**src/design/rcm_pkg.sv**
```systemverilog
/*
 * Constants, types and register map of the reset command decoder.
 * Assumes one 40 MHz clock and a 16-bit command word from the host.
 */
package rcm_pkg;

    // ------------------------------------------------------------
    // Command word
    // ------------------------------------------------------------
    localparam int unsigned CMD_W    = 16;
    localparam int unsigned CODE_LSB = 11;
    localparam logic [4:0]  CODE_FULL = 5'h00;
    localparam logic [4:0]  CODE_RX   = 5'h05;
    localparam logic [31:0] UNUSED_SET = 32'hF414_0000; // One bit per code

    // ------------------------------------------------------------
    // Parameter bit positions
    // ------------------------------------------------------------
    localparam int unsigned P_XCVR = 0;
    localparam int unsigned P_CODEC = 1;
    localparam int unsigned P_MAC = 2;
    localparam int unsigned P_QUEUE = 3;
    localparam int unsigned P_AUTO = 4;
    localparam int unsigned P_BUS = 5;
    localparam int unsigned P_MGMT = 6;
    localparam int unsigned P_OSC = 7;
    localparam int unsigned P_DMA = 8;

    // ------------------------------------------------------------
    // Register map (byte addresses) and fields
    // ------------------------------------------------------------
    localparam logic [7:0] A_CMD   = 8'h00;
    localparam logic [7:0] A_ISTAT = 8'h04;
    localparam logic [7:0] A_IMASK = 8'h08;
    localparam logic [7:0] A_INDM  = 8'h0C;
    localparam logic [7:0] A_INFO  = 8'h10;
    localparam int unsigned ST_PEND = 12;
    localparam int unsigned IN_UNUSED = 5;
    localparam logic [15:0] ZERO16 = 16'h0000;

    // ------------------------------------------------------------
    // Timing
    // ------------------------------------------------------------
    localparam int unsigned CLK_PERIOD_NS = 25;
    localparam int unsigned FULL_RST_NS   = 1_000_000; // 1 ms worst case
    localparam int unsigned FULL_RST_CYC  = FULL_RST_NS / CLK_PERIOD_NS;
    localparam int unsigned QUICK_CYC     = 16;
    localparam int unsigned RX_CYC        = 8;
    localparam logic [15:0] CNT_ONE       = 16'h0001;

    typedef enum logic [1:0] {RCM_IDLE, RCM_FULL, RCM_RX} rcm_state_e;

    // Full reset lines to each sub-unit, high while held in reset
    typedef struct packed {
        logic xcvr;
        logic codec;
        logic mac_core;
        logic queue_ctrl;
        logic autoinit;
        logic bus_iface;
        logic mgmt_serial;
        logic oscillator;
        logic dma_engines;
        logic eeprom_reload;
        logic cfg_alias_clr;
    } rcm_full_s;

    // Receive reset lines and their side effects
    typedef struct packed {
        logic rx_xcvr;
        logic rx_codec;
        logic rx_mac;
        logic rx_filter_clr;
        logic rx_queue;
        logic rx_thresh_off;
        logic upload;
    } rcm_rx_s;

endpackage

```
**src/design/rcm_top.sv**
```systemverilog
/*
 * Reset command decoder: takes command words, runs full and receive
 * resets with per-unit exemption masks, and shows the pending flag.
 * Assumes a synchronous master on the register port that never issues
 * both strobes at once; sub-units sample the reset lines on mclk.
 */
// Added by the designer: the address map and strobed register access.
`timescale 1ns/100ps
`default_nettype none

module rcm_top
    import rcm_pkg::*;
#(
    parameter int unsigned FULL_CYC = rcm_pkg::FULL_RST_CYC
) (
    input  wire logic                mclk,
    input  wire logic                sys_rst,
    input  wire logic [7:0]          addr,
    input  wire logic [15:0]         wdata,
    input  wire logic                wr_en,
    input  wire logic                rd_en,
    output logic [15:0]              rdata,
    output logic                     command_pending_flag,
    output rcm_pkg::rcm_full_s       full_rst,
    output rcm_pkg::rcm_rx_s         rx_rst
);
    import rcm_pkg::*;

    // ------------------------------------------------------------
    // Decode helpers
    // ------------------------------------------------------------
    function automatic logic is_unused(input logic [4:0] code);
        is_unused = UNUSED_SET[code];
    endfunction

    function automatic logic [4:0] code_of(input logic [15:0] w);
        code_of = w[CODE_LSB +: 5];
    endfunction

    localparam logic [15:0] FULL_N = FULL_CYC[15:0];
    localparam logic [15:0] QUICK_N = QUICK_CYC[15:0];
    localparam logic [15:0] RX_N = RX_CYC[15:0];

    rcm_state_e   state_q;
    logic [15:0]  cnt_q;
    logic [8:0]   keep_q;
    logic [15:0]  imask_q;
    logic [15:0]  indm_q;
    logic [15:0]  last_q;
    logic         unused_q;
    logic         cmd_wr;
    logic         acc_full;
    logic         acc_rx;
    logic         acc_unused;
    logic         bus_clr;

    // ------------------------------------------------------------
    // Command acceptance
    // ------------------------------------------------------------
    // Words arriving while busy are dropped; software must poll first
    assign cmd_wr = wr_en && (addr == A_CMD) && (state_q == RCM_IDLE);
    assign acc_full = cmd_wr && (code_of(wdata) == CODE_FULL);
    assign acc_rx = cmd_wr && (code_of(wdata) == CODE_RX);
    assign acc_unused = cmd_wr && is_unused(code_of(wdata));
    // Bus interface registers clear at the first cycle of a full reset whose bus keep bit is clear
    assign bus_clr = acc_full && !wdata[P_BUS];

    // ------------------------------------------------------------
    // Sequencer
    // ------------------------------------------------------------
    // Reload from EEPROM needs the long wait; otherwise a short one
    always_ff @(posedge mclk) begin
        if (sys_rst) begin
            state_q <= RCM_IDLE;
            cnt_q   <= ZERO16;
            keep_q  <= 9'h000;
        end else begin
            case (state_q)
                RCM_IDLE: begin
                    if (acc_full) begin
                        state_q <= RCM_FULL;
                        keep_q  <= wdata[P_DMA:0];
                        cnt_q   <= wdata[P_AUTO] ? QUICK_N : FULL_N;
                    end else if (acc_rx) begin
                        state_q <= RCM_RX;
                        keep_q  <= wdata[P_DMA:0];
                        cnt_q   <= RX_N;
                    end
                end
                RCM_FULL, RCM_RX: begin
                    if (cnt_q == CNT_ONE) begin
                        state_q <= RCM_IDLE;
                    end
                    cnt_q <= cnt_q - CNT_ONE;
                end
                default: begin
                    state_q <= RCM_IDLE;
                end
            endcase
        end
    end

    // ------------------------------------------------------------
    // Pending flag
    // ------------------------------------------------------------
    always_ff @(posedge mclk) begin
        if (sys_rst) begin
            command_pending_flag <= 1'b0;
        end else begin
            command_pending_flag <= acc_full || acc_rx ||
                ((state_q != RCM_IDLE) && (cnt_q != CNT_ONE));
        end
    end

    // ------------------------------------------------------------
    // Full reset lines, each masked by a keep bit except cfg_alias_clr, which is always set
    // ------------------------------------------------------------
    // Registered so sub-units never see a decode glitch
    always_ff @(posedge mclk) begin
        if (sys_rst) begin
            full_rst <= '0;
        end else if (acc_full) begin
            full_rst.xcvr        <= !wdata[P_XCVR];
            full_rst.codec       <= !wdata[P_CODEC];
            full_rst.mac_core    <= !wdata[P_MAC];
            full_rst.queue_ctrl  <= !wdata[P_QUEUE];
            full_rst.autoinit    <= !wdata[P_AUTO];
            full_rst.eeprom_reload <= !wdata[P_AUTO];
            full_rst.bus_iface   <= !wdata[P_BUS];
            full_rst.mgmt_serial <= !wdata[P_MGMT];
            full_rst.oscillator  <= !wdata[P_OSC];
            full_rst.dma_engines <= !wdata[P_DMA];
            full_rst.cfg_alias_clr <= 1'b1;
        end else if (state_q == RCM_FULL && cnt_q == CNT_ONE) begin
            full_rst <= '0;
        end
    end

    // ------------------------------------------------------------
    // Receive reset lines
    // ------------------------------------------------------------
    // Transmit side is never touched by this command
    always_ff @(posedge mclk) begin
        if (sys_rst) begin
            rx_rst <= '0;
        end else if (acc_rx) begin
            rx_rst.rx_xcvr       <= !wdata[P_XCVR];
            rx_rst.rx_codec      <= !wdata[P_CODEC];
            rx_rst.rx_mac        <= !wdata[P_MAC];
            rx_rst.rx_filter_clr <= !wdata[P_MAC];
            rx_rst.rx_queue      <= !wdata[P_QUEUE];
            rx_rst.rx_thresh_off <= !wdata[P_QUEUE];
            rx_rst.upload        <= !wdata[P_DMA];
        end else if (state_q == RCM_RX && cnt_q == CNT_ONE) begin
            rx_rst <= '0;
        end
    end

    // ------------------------------------------------------------
    // Mask registers, cleared by an unexempted full reset
    // ------------------------------------------------------------
    always_ff @(posedge mclk) begin
        if (sys_rst || bus_clr) begin
            imask_q <= ZERO16;
            indm_q  <= ZERO16;
        end else begin
            if (wr_en && addr == A_IMASK) begin
                imask_q <= wdata;
            end
            if (wr_en && addr == A_INDM) begin
                indm_q <= wdata;
            end
        end
    end

    // ------------------------------------------------------------
    // Last command and unused-code flag
    // ------------------------------------------------------------
    // Unused codes leave only this flag and the last command word; nothing else moves
    always_ff @(posedge mclk) begin
        if (sys_rst || bus_clr) begin
            unused_q <= 1'b0;
        end else if (acc_unused) begin
            unused_q <= 1'b1;
        end else if (rd_en && addr == A_INFO) begin
            unused_q <= 1'b0;
        end
    end

    always_ff @(posedge mclk) begin
        if (sys_rst) begin
            last_q <= ZERO16;
        end else if (cmd_wr) begin
            last_q <= wdata;
        end
    end

    // ------------------------------------------------------------
    // Read port, data valid the cycle after the strobe
    // ------------------------------------------------------------
    always_ff @(posedge mclk) begin
        if (sys_rst) begin
            rdata <= ZERO16;
        end else if (rd_en) begin
            case (addr)
                A_ISTAT: begin
                    rdata <= ZERO16;
                    rdata[ST_PEND] <= command_pending_flag;
                end
                A_IMASK: begin
                    rdata <= imask_q;
                end
                A_INDM: begin
                    rdata <= indm_q;
                end
                A_INFO: begin
                    rdata <= {last_q[15:IN_UNUSED+1], unused_q,
                              last_q[IN_UNUSED-1:0]};
                end
                default: begin
                    rdata <= ZERO16;
                end
            endcase
        end else begin
            rdata <= ZERO16;
        end
    end

    // ------------------------------------------------------------
    // Checks
    // ------------------------------------------------------------
    chk_unused_no_op: assert property (@(posedge mclk) disable iff (sys_rst)
        acc_unused |=> !command_pending_flag && full_rst == '0 && rx_rst == '0)
        else $error("unused code started an operation");

    chk_full_pend_set: assert property (@(posedge mclk) disable iff (sys_rst)
        acc_full |=> command_pending_flag && full_rst.cfg_alias_clr)
        else $error("full reset did not raise pending");

    chk_keep_xcvr: assert property (@(posedge mclk) disable iff (sys_rst)
        acc_full |=> full_rst.xcvr == !$past(wdata[P_XCVR]))
        else $error("transceiver keep bit ignored");

    chk_keep_dma: assert property (@(posedge mclk) disable iff (sys_rst)
        acc_full |=> full_rst.dma_engines == !$past(wdata[P_DMA]))
        else $error("dma keep bit ignored");

    chk_reload_long: assert property (@(posedge mclk) disable iff (sys_rst)
        acc_full && !wdata[P_AUTO] |=> command_pending_flag[*8])
        else $error("reload reset ended early");

    chk_bus_clear: assert property (@(posedge mclk) disable iff (sys_rst)
        acc_full && !wdata[P_BUS] |=> imask_q == ZERO16 && indm_q == ZERO16)
        else $error("mask registers not cleared");

    chk_rx_filter: assert property (@(posedge mclk) disable iff (sys_rst)
        acc_rx && !wdata[P_MAC] |=> rx_rst.rx_filter_clr && rx_rst.rx_mac)
        else $error("receive filter not cleared");

    chk_rx_upload: assert property (@(posedge mclk) disable iff (sys_rst)
        acc_rx && wdata[P_DMA] |=> !rx_rst.upload)
        else $error("upload reset despite keep bit");

    chk_rx_length: assert property (@(posedge mclk) disable iff (sys_rst)
        acc_rx |=> command_pending_flag[*8] ##1 !command_pending_flag)
        else $error("receive reset length wrong");

    chk_pend_read: assert property (@(posedge mclk) disable iff (sys_rst)
        rd_en && addr == A_ISTAT |=> rdata[ST_PEND] == $past(command_pending_flag))
        else $error("pending flag read back wrong");

    chk_keep_codec: assert property (@(posedge mclk) disable iff (sys_rst)
        acc_full |=> full_rst.codec == !$past(wdata[P_CODEC]))
        else $error("codec keep bit ignored");

    chk_keep_mac: assert property (@(posedge mclk) disable iff (sys_rst)
        acc_full |=> full_rst.mac_core == !$past(wdata[P_MAC]))
        else $error("mac core keep bit ignored");

    chk_keep_queue: assert property (@(posedge mclk) disable iff (sys_rst)
        acc_full |=> full_rst.queue_ctrl == !$past(wdata[P_QUEUE]))
        else $error("queue keep bit ignored");

    // Reload request must follow the auto-init line exactly
    chk_keep_autoinit: assert property (@(posedge mclk) disable iff (sys_rst)
        acc_full |=> full_rst.autoinit == !$past(wdata[P_AUTO]) &&
            full_rst.eeprom_reload == !$past(wdata[P_AUTO]))
        else $error("auto-init keep bit ignored");

    chk_keep_bus: assert property (@(posedge mclk) disable iff (sys_rst)
        acc_full |=> full_rst.bus_iface == !$past(wdata[P_BUS]))
        else $error("bus interface keep bit ignored");

    chk_keep_mgmt: assert property (@(posedge mclk) disable iff (sys_rst)
        acc_full |=> full_rst.mgmt_serial == !$past(wdata[P_MGMT]))
        else $error("management keep bit ignored");

    chk_keep_osc: assert property (@(posedge mclk) disable iff (sys_rst)
        acc_full |=> full_rst.oscillator == !$past(wdata[P_OSC]))
        else $error("oscillator keep bit ignored");

    chk_alias_clear: assert property (@(posedge mclk) disable iff (sys_rst)
        state_q == RCM_FULL |-> full_rst.cfg_alias_clr)
        else $error("alias registers not cleared");

    // Transceiver and DMA lines must not drift from the latched keep mask while a full reset runs
    chk_full_hold: assert property (@(posedge mclk) disable iff (sys_rst)
        state_q == RCM_FULL |-> full_rst.xcvr == !keep_q[P_XCVR] &&
            full_rst.dma_engines == !keep_q[P_DMA])
        else $error("full reset lines changed mid-run");

    chk_rx_keep_xcvr: assert property (@(posedge mclk) disable iff (sys_rst)
        acc_rx |=> rx_rst.rx_xcvr == !$past(wdata[P_XCVR]))
        else $error("receive transceiver keep bit ignored");

    chk_rx_keep_codec: assert property (@(posedge mclk) disable iff (sys_rst)
        acc_rx |=> rx_rst.rx_codec == !$past(wdata[P_CODEC]))
        else $error("receive codec keep bit ignored");

    chk_rx_queue: assert property (@(posedge mclk) disable iff (sys_rst)
        acc_rx |=> rx_rst.rx_queue == !$past(wdata[P_QUEUE]) &&
            rx_rst.rx_thresh_off == !$past(wdata[P_QUEUE]))
        else $error("receive queue keep bit ignored");

    chk_rx_hold: assert property (@(posedge mclk) disable iff (sys_rst)
        state_q == RCM_RX |-> rx_rst.upload == !keep_q[P_DMA])
        else $error("upload line changed mid-run");

    chk_rx_no_full: assert property (@(posedge mclk) disable iff (sys_rst)
        state_q == RCM_RX |-> full_rst == '0)
        else $error("receive reset touched full reset lines");

    chk_pend_state: assert property (@(posedge mclk) disable iff (sys_rst)
        command_pending_flag == (state_q != RCM_IDLE))
        else $error("pending flag out of step with sequencer");

    chk_quick_length: assert property (@(posedge mclk) disable iff (sys_rst)
        acc_full && wdata[P_AUTO] |=> ##15 command_pending_flag ##1 !command_pending_flag)
        else $error("quick full reset length wrong");

    // A command written while busy must not restart the countdown
    chk_busy_drop: assert property (@(posedge mclk) disable iff (sys_rst)
        wr_en && addr == A_CMD && state_q != RCM_IDLE |=> cnt_q == $past(cnt_q) - CNT_ONE)
        else $error("command accepted while busy");

    chk_unused_flag: assert property (@(posedge mclk) disable iff (sys_rst)
        acc_unused |=> unused_q)
        else $error("unused code left no trace");

endmodule

`default_nettype wire

```
**config.mk**
```make
export PLATFORM = sky130hd
export DESIGN_NAME = rcm_top
export DESIGN_NICKNAME = d
export VERILOG_FILES = /design/src/design/rcm_pkg.sv /design/src/design/rcm_top.sv
export SDC_FILE = /design/constraint.sdc
export NUM_CORES = 1
export LEC_CHECK = 0
export ABC_CLOCK_PERIOD_IN_PS = 2100
export BUFFER_PORTS_ARGS = -buffer_cell sky130_fd_sc_hd__buf_2
export CORE_UTILIZATION = 53
export CTS_BUF_LIST = sky130_fd_sc_hd__clkbuf_2 sky130_fd_sc_hd__clkbuf_4 sky130_fd_sc_hd__clkbuf_8
export CTS_CLUSTER_SIZE = 28
export DETAILED_ROUTE_END_ITERATION = 8
export PLACE_DENSITY = 0.78
export SLEW_MARGIN = 20
export SYNTH_ARGS = -nofsm -noshare
export SYNTH_HDL_FRONTEND = slang
export SYNTH_SLANG_ARGS = --single-unit
```
**constraint.sdc**
```tcl
create_clock -name mclk -period 2.1 [get_ports mclk]
set_input_delay 0.105 -clock mclk [delete_from_list [all_inputs] [get_ports mclk]]
set_output_delay 0.105 -clock mclk [all_outputs]
set_load 0.005 [all_outputs]
```
== Word level (Yosys, flattened, before mapping) ==
Memory sizes are Yosys's and may differ from the RTL's.
Cells that the tools add are included.

* Flip-flop bits (word level): 102
* Output and inout port bits: 35
* Word-level logic and storage cells: 93
* Bits in read-only memories: 32
* Memories: 1

* Bitwise operators: 1
* Reduce and logical (&&, ||, !) cells: 36
* Add/subtract/negate cells: 1
* Equality and inequality tests: 11
* Multiplexer cells: 16
* Magnitude comparators: 1

{| class="wikitable"
|+ Memories
! memory !! words !! bits a word !! read ports !! clocked after Yosys merged registers in !! wr ports !! RTL line !! text
|-
| (no name shown) || 32 || 1 || 1 || 0 || 0 || rcm_top.sv:33 || <nowiki>is_unused = UNUSED_SET[code];</nowiki>
|}

{| class="wikitable"
|+ Operators with widths
! cell !! count
|-
| $pmux 16 s4 || 1
|-
| $mux 16 || 3
|-
| $pmux 16 s2 || 1
|-
| $mux 11 || 2
|-
| $eq 16x1->1 const B || 1
|-
| $eq 8x4->1 const B || 2
|-
| $ne 16x1->1 const B || 1
|-
| $sub 16x1->16 const B || 1
|-
| $mux 7 || 2
|-
| $logic_and 1x1->1 || 12
|-
| $reduce_bool 2->1 || 5
|-
| $logic_not 1->1 || 9
|-
| $eq 8x3->1 const B || 1
|-
| $eq 8x5->1 const B || 1
|-
| $logic_not 8->1 || 1
|-
| $lt 5x6->1 const B || 1
|-
| $mux 2 || 3
|-
| $eq 5x3->1 const B || 1
|-
| $logic_not 5->1 || 1
|-
| $pmux 2 s2 || 1
|-
| $reduce_and 2->1 || 2
|-
| $reduce_or 2->1 || 2
|-
| $logic_or 1x1->1 || 3
|-
| $mux 1 || 3
|-
| other kinds (6) || 6
|}

== Depth between registers and ports, before layout ==
Gate-level depths: netlist of the first run.

* Word-level depth: 7
* Mapped depth: 8

== Worst setup path after synthesis of the first run ==
Ideal clock, no wire load.

* Path type: flip-flop to flip-flop
* Start: register state_q[0]
* End: register cnt_q[13]
* Path slack: 0.113 ns
* Stages on the path, launching flop included: 8
* Setup time: 0.070 ns
* Period minus slack after synthesis: 1.987 ns
* Arrival: 1.916 ns
* Required time: 2.030 ns
* Cells stage by stage: dfxtp_1 > inv_1 > ha_1 > and4bb_2 > nand3_4 > o31a_1 > or4_1 > a21oi_1

* Longest elaborated chain between the ends: 5

{| class="wikitable"
|+ RTL lines
! item !! RTL line !! text
|-
| start: declaration || rcm_top.sv:44 || <nowiki>rcm_state_e state_q;</nowiki>
|-
| start signal: assignment || rcm_top.sv:74 || <nowiki>state_q <= RCM_IDLE;</nowiki>
|-
| start signal: assignment || rcm_top.sv:81 || <nowiki>state_q <= RCM_FULL;</nowiki>
|-
| start signal: assignment || rcm_top.sv:85 || <nowiki>state_q <= RCM_RX;</nowiki>
|-
| $logic_not 2->1 || rcm_top.sv:61, rcm_top.sv:78 ||
|-
| $logic_and 1x1->1 || rcm_top.sv:61 || <nowiki>assign cmd_wr = wr_en && (addr == A_CMD) && (state_q == RCM_IDLE);</nowiki>
|-
| $logic_and 1x1->1, on equally long branches || rcm_top.sv:62, rcm_top.sv:63 ||
|-
| $mux 16 / $ne 3x3->1 (equally long branches) || n/a ||
|-
| $pmux 16 s2 / $reduce_and 2->1 (equally long branches) || n/a ||
|-
| end signal: assignment || rcm_top.sv:83 || <nowiki>cnt_q <= wdata[P_AUTO] ? QUICK_N : FULL_N;</nowiki>
|-
| end signal: assignment || rcm_top.sv:94 || <nowiki>cnt_q <= cnt_q - CNT_ONE;</nowiki>
|-
| end: declaration || rcm_top.sv:45 || <nowiki>logic [15:0] cnt_q;</nowiki>
|}

Several ways; a longest one is shown, not always the timed one.
A chain may end at the register's enable or synchronous reset.

== Final worst setup path of the first run ==
Same ends and word-level chain as after synthesis.

==> results of run 1 <==
## path summary, 6_finish.rpt
kind | from | to | slack [ns] | depth (start not counted)
max reg2reg | state_q[0] | cnt_q[13] | 0.13 | 7
min reg2reg | imask_q[6] | imask_q[6] | 0.46 | 2
min | wdata[15] | last_q[15] | 0.01 | 3
max | state_q[0] | cnt_q[13] | 0.13 | 7
## timing repair
item                                    4_1_cts  5_1_grt
endpoints found under the setup margin        0        1
hold buffers                                  4        0
hold endpoints to repair                      8        0
## kinds of logic after synthesis
kind of cell,Yosys count
simple gates,225
flops,98
buf+inv,47
compound gates,156
mux,1
xor+xnor,2
fa+ha+maj,5
## tightest hold or removal path: cells and delay by family
kind                   cells  cell delay (ns)
buffers and inverters      1             0.13
and+or+nand+nor            1             0.06
AOI/OAI and AO/OA          1             0.05
## flip-flops by register name (all words and copies together), names as in the netlist
name / count
command_pending_flag: 1
rdata: 16
cnt_q: 16
last_q: 15
state_q: 2
full_rst: 10
rx_rst: 5
imask_q: 16
unused_q: 1
indm_q: 16
## routing by layer
| metal | track usage | share of wire | wire, um |
|---|---|---|---|
| met5 | 0 | 0 | 0 |
| met4 | 0.0939 | 0.018 | 204 |
| met3 | 0.0586 | 0.079 | 895 |
| met2 | 0.427 | 0.45 | 5160 |
| met1 | 0.389 | 0.45 | 5090 |
## layout by cell type (no fill, tap or decap), drive strengths merged, types with 2 or more instances in the layout
master	synthesis	layout
nor2	51	51
and4b	2	2
clkinvlp	0	4
nand4b	2	2
and4	2	2
o31ai	2	2
nand4	4	4
and3	4	4
dfxtp	98	98
o21ai	23	23
inv	8	10
a21oi	89	89
o31a	2	2
buf	16	88
nand2b	2	2
nor3	10	10
a2bb2oi	10	10
a22oi	17	17
nand2	110	110
clkbuf	23	9
ha	5	5
xnor2	2	2
dlygate4sd3	0	4
or3	10	10
nor4	4	4
nor2b	3	3
nand3	13	13
nor3b	2	2
a21o	2	2
or4	2	2
a31oi	4	4
o21a	3	3
## cells in the mapped netlist, types with 2 or more instances
library cell,n
and4_1,2
a21oi_1,89
clkbuf_1,22
a31oi_1,4
buf_2,10
or3_1,10
and3_1,4
nor2_1,51
and4b_1,2
nand3_1,12
or4_1,2
o31ai_1,2
ha_1,5
nor2b_1,3
nand4b_1,2
nor3b_1,2
xnor2_1,2
a2bb2oi_1,10
nor3_1,8
nand2_1,110
a21o_1,2
inv_1,8
o21ai_0,22
dfxtp_1,98
nand2b_1,2
nand4_1,4
o21a_1,3
nor3_2,2
buf_4,4
o31a_1,2
nor4_1,2
a22oi_1,17
## power groups by stage
| stage | clock network [mW] | registers [mW] | logic [mW] |
|---|---|---|---|
| finish | 1.13 | 1.86 | 0.153 |
| global route | 1.22 | 1.86 | 0.163 |
| CTS | 1.14 | 1.86 | 0.151 |
| detailed placement | 0 | 1.90 | 0.144 |
| global placement | 0 | 1.90 | 0.143 |
| floorplan | 0 | 1.90 | 0.0653 |
## layout make-up
cell class	count	area, um2
fillers	664	2810
well taps	102	128
repair buffers	92	546
multi-input cells	389	2080
clock buffers	9	124
inverters	8	30.0
flip-flops and latches	98	1960
clock inverters	6	50.0
==> impl_metrics.env, run 1 <==
export IMPL_setup_violations=0
export IMPL_place_inst=685
export IMPL_path_class="reg -> reg"
export IMPL_n_antenna_cell=0
export IMPL_dieHeight_um=91.5
export IMPL_ys_types=48
export IMPL_drc=0
export IMPL_maxSlewHeadroom=0.553
export IMPL_synth_seq_cells=98
export IMPL_vias_per_cell=5.81
export IMPL_critical_path_required_ns=2.40
export IMPL_final_cell_area_um2=4910
export IMPL_synth_simple_area_share=0.251
export IMPL_cp_arrival_ns=2.28
export IMPL_postSynth_asyncResetShare=0
export IMPL_antenna_found_initial=0
export IMPL_period_share=0.940
export IMPL_synth_top_area_share=0.462
export IMPL_postCtsSetupRepairBufs=0
export IMPL_fin_worst_skew_ns=0.00715
export IMPL_power_frac_clock=0.360
export IMPL_muxShareOfSynthArea=0.00265
export IMPL_cts_tree="yes"
export IMPL_yosysTopAreaCell="dfxtp_1"
export IMPL_io_buffers=62
export IMPL_dp_hpwl_mm=7.67
export IMPL_power_internal_mw=2.34
export IMPL_finalNonFillerCells=704
export IMPL_first_pass_iters=6
export IMPL_clk_latency_ns=0.37
export IMPL_peakVddDrop_uv=376
export IMPL_fmax_mhz=507
export IMPL_crit_buf_inv=1
export IMPL_combPwrFrac=0.049
export IMPL_grt_overflow_total=0
export IMPL_num_vias=4092
export IMPL_io_pins=63
export IMPL_grt_util_all_layers=0.279
export IMPL_crit_family="simple AND/OR/NAND/NOR gates"
export IMPL_rows=32
export IMPL_synth_fa_ha_area_frac=0.0147
export IMPL_switching_share=0.254
export IMPL_finalHoldViolCount=0
export IMPL_place_congestion=0.847
export IMPL_synthFlopType="dfxtp_1"
export IMPL_syn_num_nets=567
export IMPL_grt_pass1_vias=3827
export IMPL_timing_final_ws_setup_ns=0.126
export IMPL_ctsResizeCount=0
export IMPL_powerDensity_nw_per_um2=639
export IMPL_core_um2=7730
export IMPL_syn_inst=534
export IMPL_synth_compound_area_frac=0.215
export IMPL_drt_antenna_violating_nets=0
export IMPL_cp_max_fo=4
export IMPL_fin_crit_ns=1.97
export IMPL_areaGrowthSynthToFinish_pct=15.7
export IMPL_dpl_worst_slack_ns=0.155
export IMPL_slew_viol_final=0
export IMPL_max_cap_violations=0
export IMPL_p_leak_nw=1.79
export IMPL_cts_max_level=3
export IMPL_start_kind="flip-flop"
export IMPL_power_frac_seq=0.591
export IMPL_place_area_um2=4700
export IMPL_wl_mm=11.4
export IMPL_ys_warn_count=0
export IMPL_grt_pass1_wl_mm=18.4
export IMPL_cts_root_buf="clkbuf_8"
export IMPL_crit_slowest_cell="or4_1"
export IMPL_syn_area_per_cell_um2=7.95
export IMPL_synth_edf_count=0
export IMPL_rsz0062_at_grt="false"
export IMPL_nNetsFinal=631
export IMPL_layout_drive_gt1_share=0.188
export IMPL_netlist_area_um2=4250
export IMPL_cpPeakStageDelay_ns=0.51
export IMPL_grt_max_degree=48
export IMPL_outcome="finished, final reports clean"
export IMPL_seq_area_frac_synth=0.462
export IMPL_cts_buffers_inserted=9
export IMPL_hold_worst_slack_ns=0.0148
export IMPL_dr_first_iter_drc_count=313
export IMPL_clk_path_buf_depth=2
export IMPL_start_util=0.550
export IMPL_wire_per_inst_um=16.1
export IMPL_end_kind="flip-flop"
export IMPL_synthTopCellsByArea="dfxtp_1, a21oi_1, nand2_1, nor2_1, a22oi_1"
export IMPL_hp_class="in -> reg"
export IMPL_finalPower_mw=3.14
export IMPL_timing_critical_path_cells="inv_1 > ha_1 > and4bb_2 > nand3_4 > o31a_1 > or4_1 > a21oi_1"
export IMPL_die_w_um=91.5
export IMPL_fin_setup_tns_ns=0
export IMPL_final_util=0.636
export IMPL_dieArea_um2=8370
export IMPL_synth_xor_area_frac=0.00412
export IMPL_clk_pin_slew_ns=0.10
export IMPL_synth_top_family_by_area="simple AND/OR/NAND/NOR gates"
export IMPL_worst_slew_pin_slew_ns=0.669
export IMPL_p_switching_uw=798
export IMPL_cts_sinks=98
(Power assumes the default switching activity.)
==> run 2, diff against run 1 <==
--- a/config.mk
+++ b/config.mk
@@ -12,6 +12,7 @@
 export CTS_CLUSTER_SIZE = 28
 export DETAILED_ROUTE_END_ITERATION = 8
 export PLACE_DENSITY = 0.78
+export SETUP_SLACK_MARGIN = 0.15
 export SLEW_MARGIN = 20
 export SYNTH_ARGS = -nofsm -noshare
 export SYNTH_HDL_FRONTEND = slang
==> impl_metrics.env, run 2 (synthesized netlist as in run 1, its figures left out) <==
export IMPL_outcome="finished, final reports clean"
export IMPL_hp_class="in -> reg"
export IMPL_hold_worst_slack_ns=0.0163
export IMPL_layout_common_cells="nand2_1, dfxtp_1, a21oi_1"
export IMPL_dieArea_um2=8370
export IMPL_num_vias=4115
export IMPL_clk_path_buf_depth=2
export IMPL_io_pins=63
export IMPL_areaGrowthSynthToFinish_pct=18.5
export IMPL_timing_final_ws_setup_ns=0.168
export IMPL_crit_end="indm_q[6]"
export IMPL_switching_share=0.250
export IMPL_n_antenna_cell=0
export IMPL_grtUsageMet2=0.440
export IMPL_r2r_setup_slack_ns=0.17
export IMPL_met1_usage=0.391
export IMPL_cp_max_fo=16
export IMPL_cpPeakStageDelay_ns=0.34
export IMPL_wire_per_inst_um=16.1
export IMPL_place_congestion=0.841
export IMPL_setup_violations=0
export IMPL_finalPower_mw=3.20
export IMPL_rr_endpoint="indm_q[6]"
export IMPL_grt_use_met3=0.0494
export IMPL_timing_critical_path_cells="inv_2 > ha_4 > and4bb_2 > and4_2 > nand2_1 > o21ai_4 > clkbuf_16 > a21oi_1"
export IMPL_slew_viol_final=0
export IMPL_nFillCells=632
export IMPL_final_cell_area_um2=5030
export IMPL_maxSlewHeadroom=0.564
export IMPL_crit_slowest_cell="dfxtp_2"
export IMPL_start_util=0.550
export IMPL_start_kind="flip-flop"
export IMPL_drc=0
export IMPL_dp_hpwl_mm=7.57
export IMPL_path_class="reg -> reg"
export IMPL_critical_path_required_ns=2.36
export IMPL_crit_buf_inv=2
export IMPL_r2r_start="state_q[0]"
export IMPL_final_util=0.651
export IMPL_grt_pass1_wl_mm=18.8
export IMPL_dr_first_iter_drc_count=337
export IMPL_drt_antenna_violating_nets=0
export IMPL_vias_per_cell=5.84
export IMPL_rows=32
export IMPL_fin_worst_skew_ns=0.0102
export IMPL_dpl_worst_slack_ns=0.0994
export IMPL_fin_setup_tns_ns=0
export IMPL_antenna_found_initial=0
export IMPL_busiest_layer="met2"
export IMPL_rsz0062_at_grt="true"
export IMPL_fin_crit_ns=1.93
export IMPL_cts_tree="yes"
export IMPL_final_common_cell="nand2_1"
export IMPL_die_w_um=91.5
export IMPL_dieHeight_um=91.5
export IMPL_fmax_mhz=518
export IMPL_core_um2=7730
export IMPL_cts_sinks=98
export IMPL_nNetsFinal=631
export IMPL_layout_drive_gt1_share=0.212
export IMPL_clk_pin_slew_ns=0.10
export IMPL_grt_util_all_layers=0.279
export IMPL_worst_slew_pin_slew_ns=0.653
export IMPL_power_frac_clock=0.370
export IMPL_finalHoldViolCount=0
export IMPL_io_buffers=62
export IMPL_power_internal_mw=2.40
export IMPL_max_cap_violations=0
export IMPL_combPwrFrac=0.049
export IMPL_crit_family="simple AND/OR/NAND/NOR gates"
export IMPL_cts_buffers_inserted=9
export IMPL_place_inst=680
export IMPL_p_switching_uw=799
export IMPL_wl_mm=11.4
export IMPL_grt_pass1_vias=3809
export IMPL_period_share=0.920
export IMPL_power_frac_seq=0.581
export IMPL_p_leak_nw=1.83
export IMPL_finalNonFillerCells=705
export IMPL_peakVddDrop_uv=436
export IMPL_cp_arrival_ns=2.19
export IMPL_place_area_um2=4690
export IMPL_crit_start="state_q[0]"
export IMPL_r2r_worst_path_cells=8
export IMPL_cts_root_buf="clkbuf_8"
export IMPL_end_kind="flip-flop"
export IMPL_powerDensity_nw_per_um2=636
export IMPL_first_pass_iters=6
export IMPL_grt_overflow_total=0
export IMPL_grt_max_degree=34
export IMPL_clk_latency_ns=0.36
export IMPL_cts_max_level=3
export IMPL_cp_depth=8
-- run 2: cell type report --
type / count / area [um2] / area share
multi-input cells: 389 / 2140 / 0.425
inverters: 8 / 30.0 / 0.00597
flip-flops and latches: 98 / 1960 / 0.390
repair buffers: 92 / 571 / 0.113
well taps: 102 / 128 / 0.0254
clock inverters: 6 / 61.3 / 0.0122
clock buffers: 10 / 138 / 0.0274
-- run 2: power by group through the flow --
stage          Clock (mW)  Sequential [mW]  Combinational [mW]
3_5_place_dp            0             1.90               0.141
5_1_grt              1.29             1.86               0.167
6_report             1.18             1.86               0.156
2_1_floorplan           0             1.90              0.0653
4_1_cts              1.21             1.86               0.144
3_3_place_gp            0             1.90               0.140
-- run 2: timing repair --
| item | 4_1_cts | 5_1_grt |
|---|---|---|
| setup buffers | 2 | 4 |
| pin swaps | 2 | 10 |
| setup endpoints to repair | 21 | 54 |
| gates resized for setup | 3 | 17 |
| cloned | 0 | 1 |
| hold buffers | 2 | 0 |
| hold endpoints to repair | 6 | 0 |
-- run 2: how the worst min path moves through the flow --
stage          startpoint         end  slack [ns]  cells past startpoint
2_1_floorplan    wdata[0]   last_q[0]        0.24                      2
5_1_grt          wdata[6]   indm_q[6]       0.008                      3
3_3_place_gp    wdata[10]  last_q[10]        0.37                      3
3_5_place_dp     wdata[9]  imask_q[9]        0.38                      3
4_1_cts          wdata[6]  imask_q[6]       0.001                      3
6_report         wdata[6]  imask_q[6]        0.02                      3
-- run 2: worst register-to-register path: stages (launching register included) --
cell       delay [ns]
dfxtp_2          0.34
inv_2            0.08
ha_4             0.14
and4bb_2         0.29
and4_2           0.31
nand2_1          0.15
o21ai_4          0.24
clkbuf_16        0.22
a21oi_1          0.05
-- run 2: routing by layer --
layer | share of wire | up-vias
met2 | 0.46 | 195
met4 | 0.018 | 0
met3 | 0.086 | 22
li1 | - | 1984
met5 | 0 | -
met1 | 0.44 | 1914
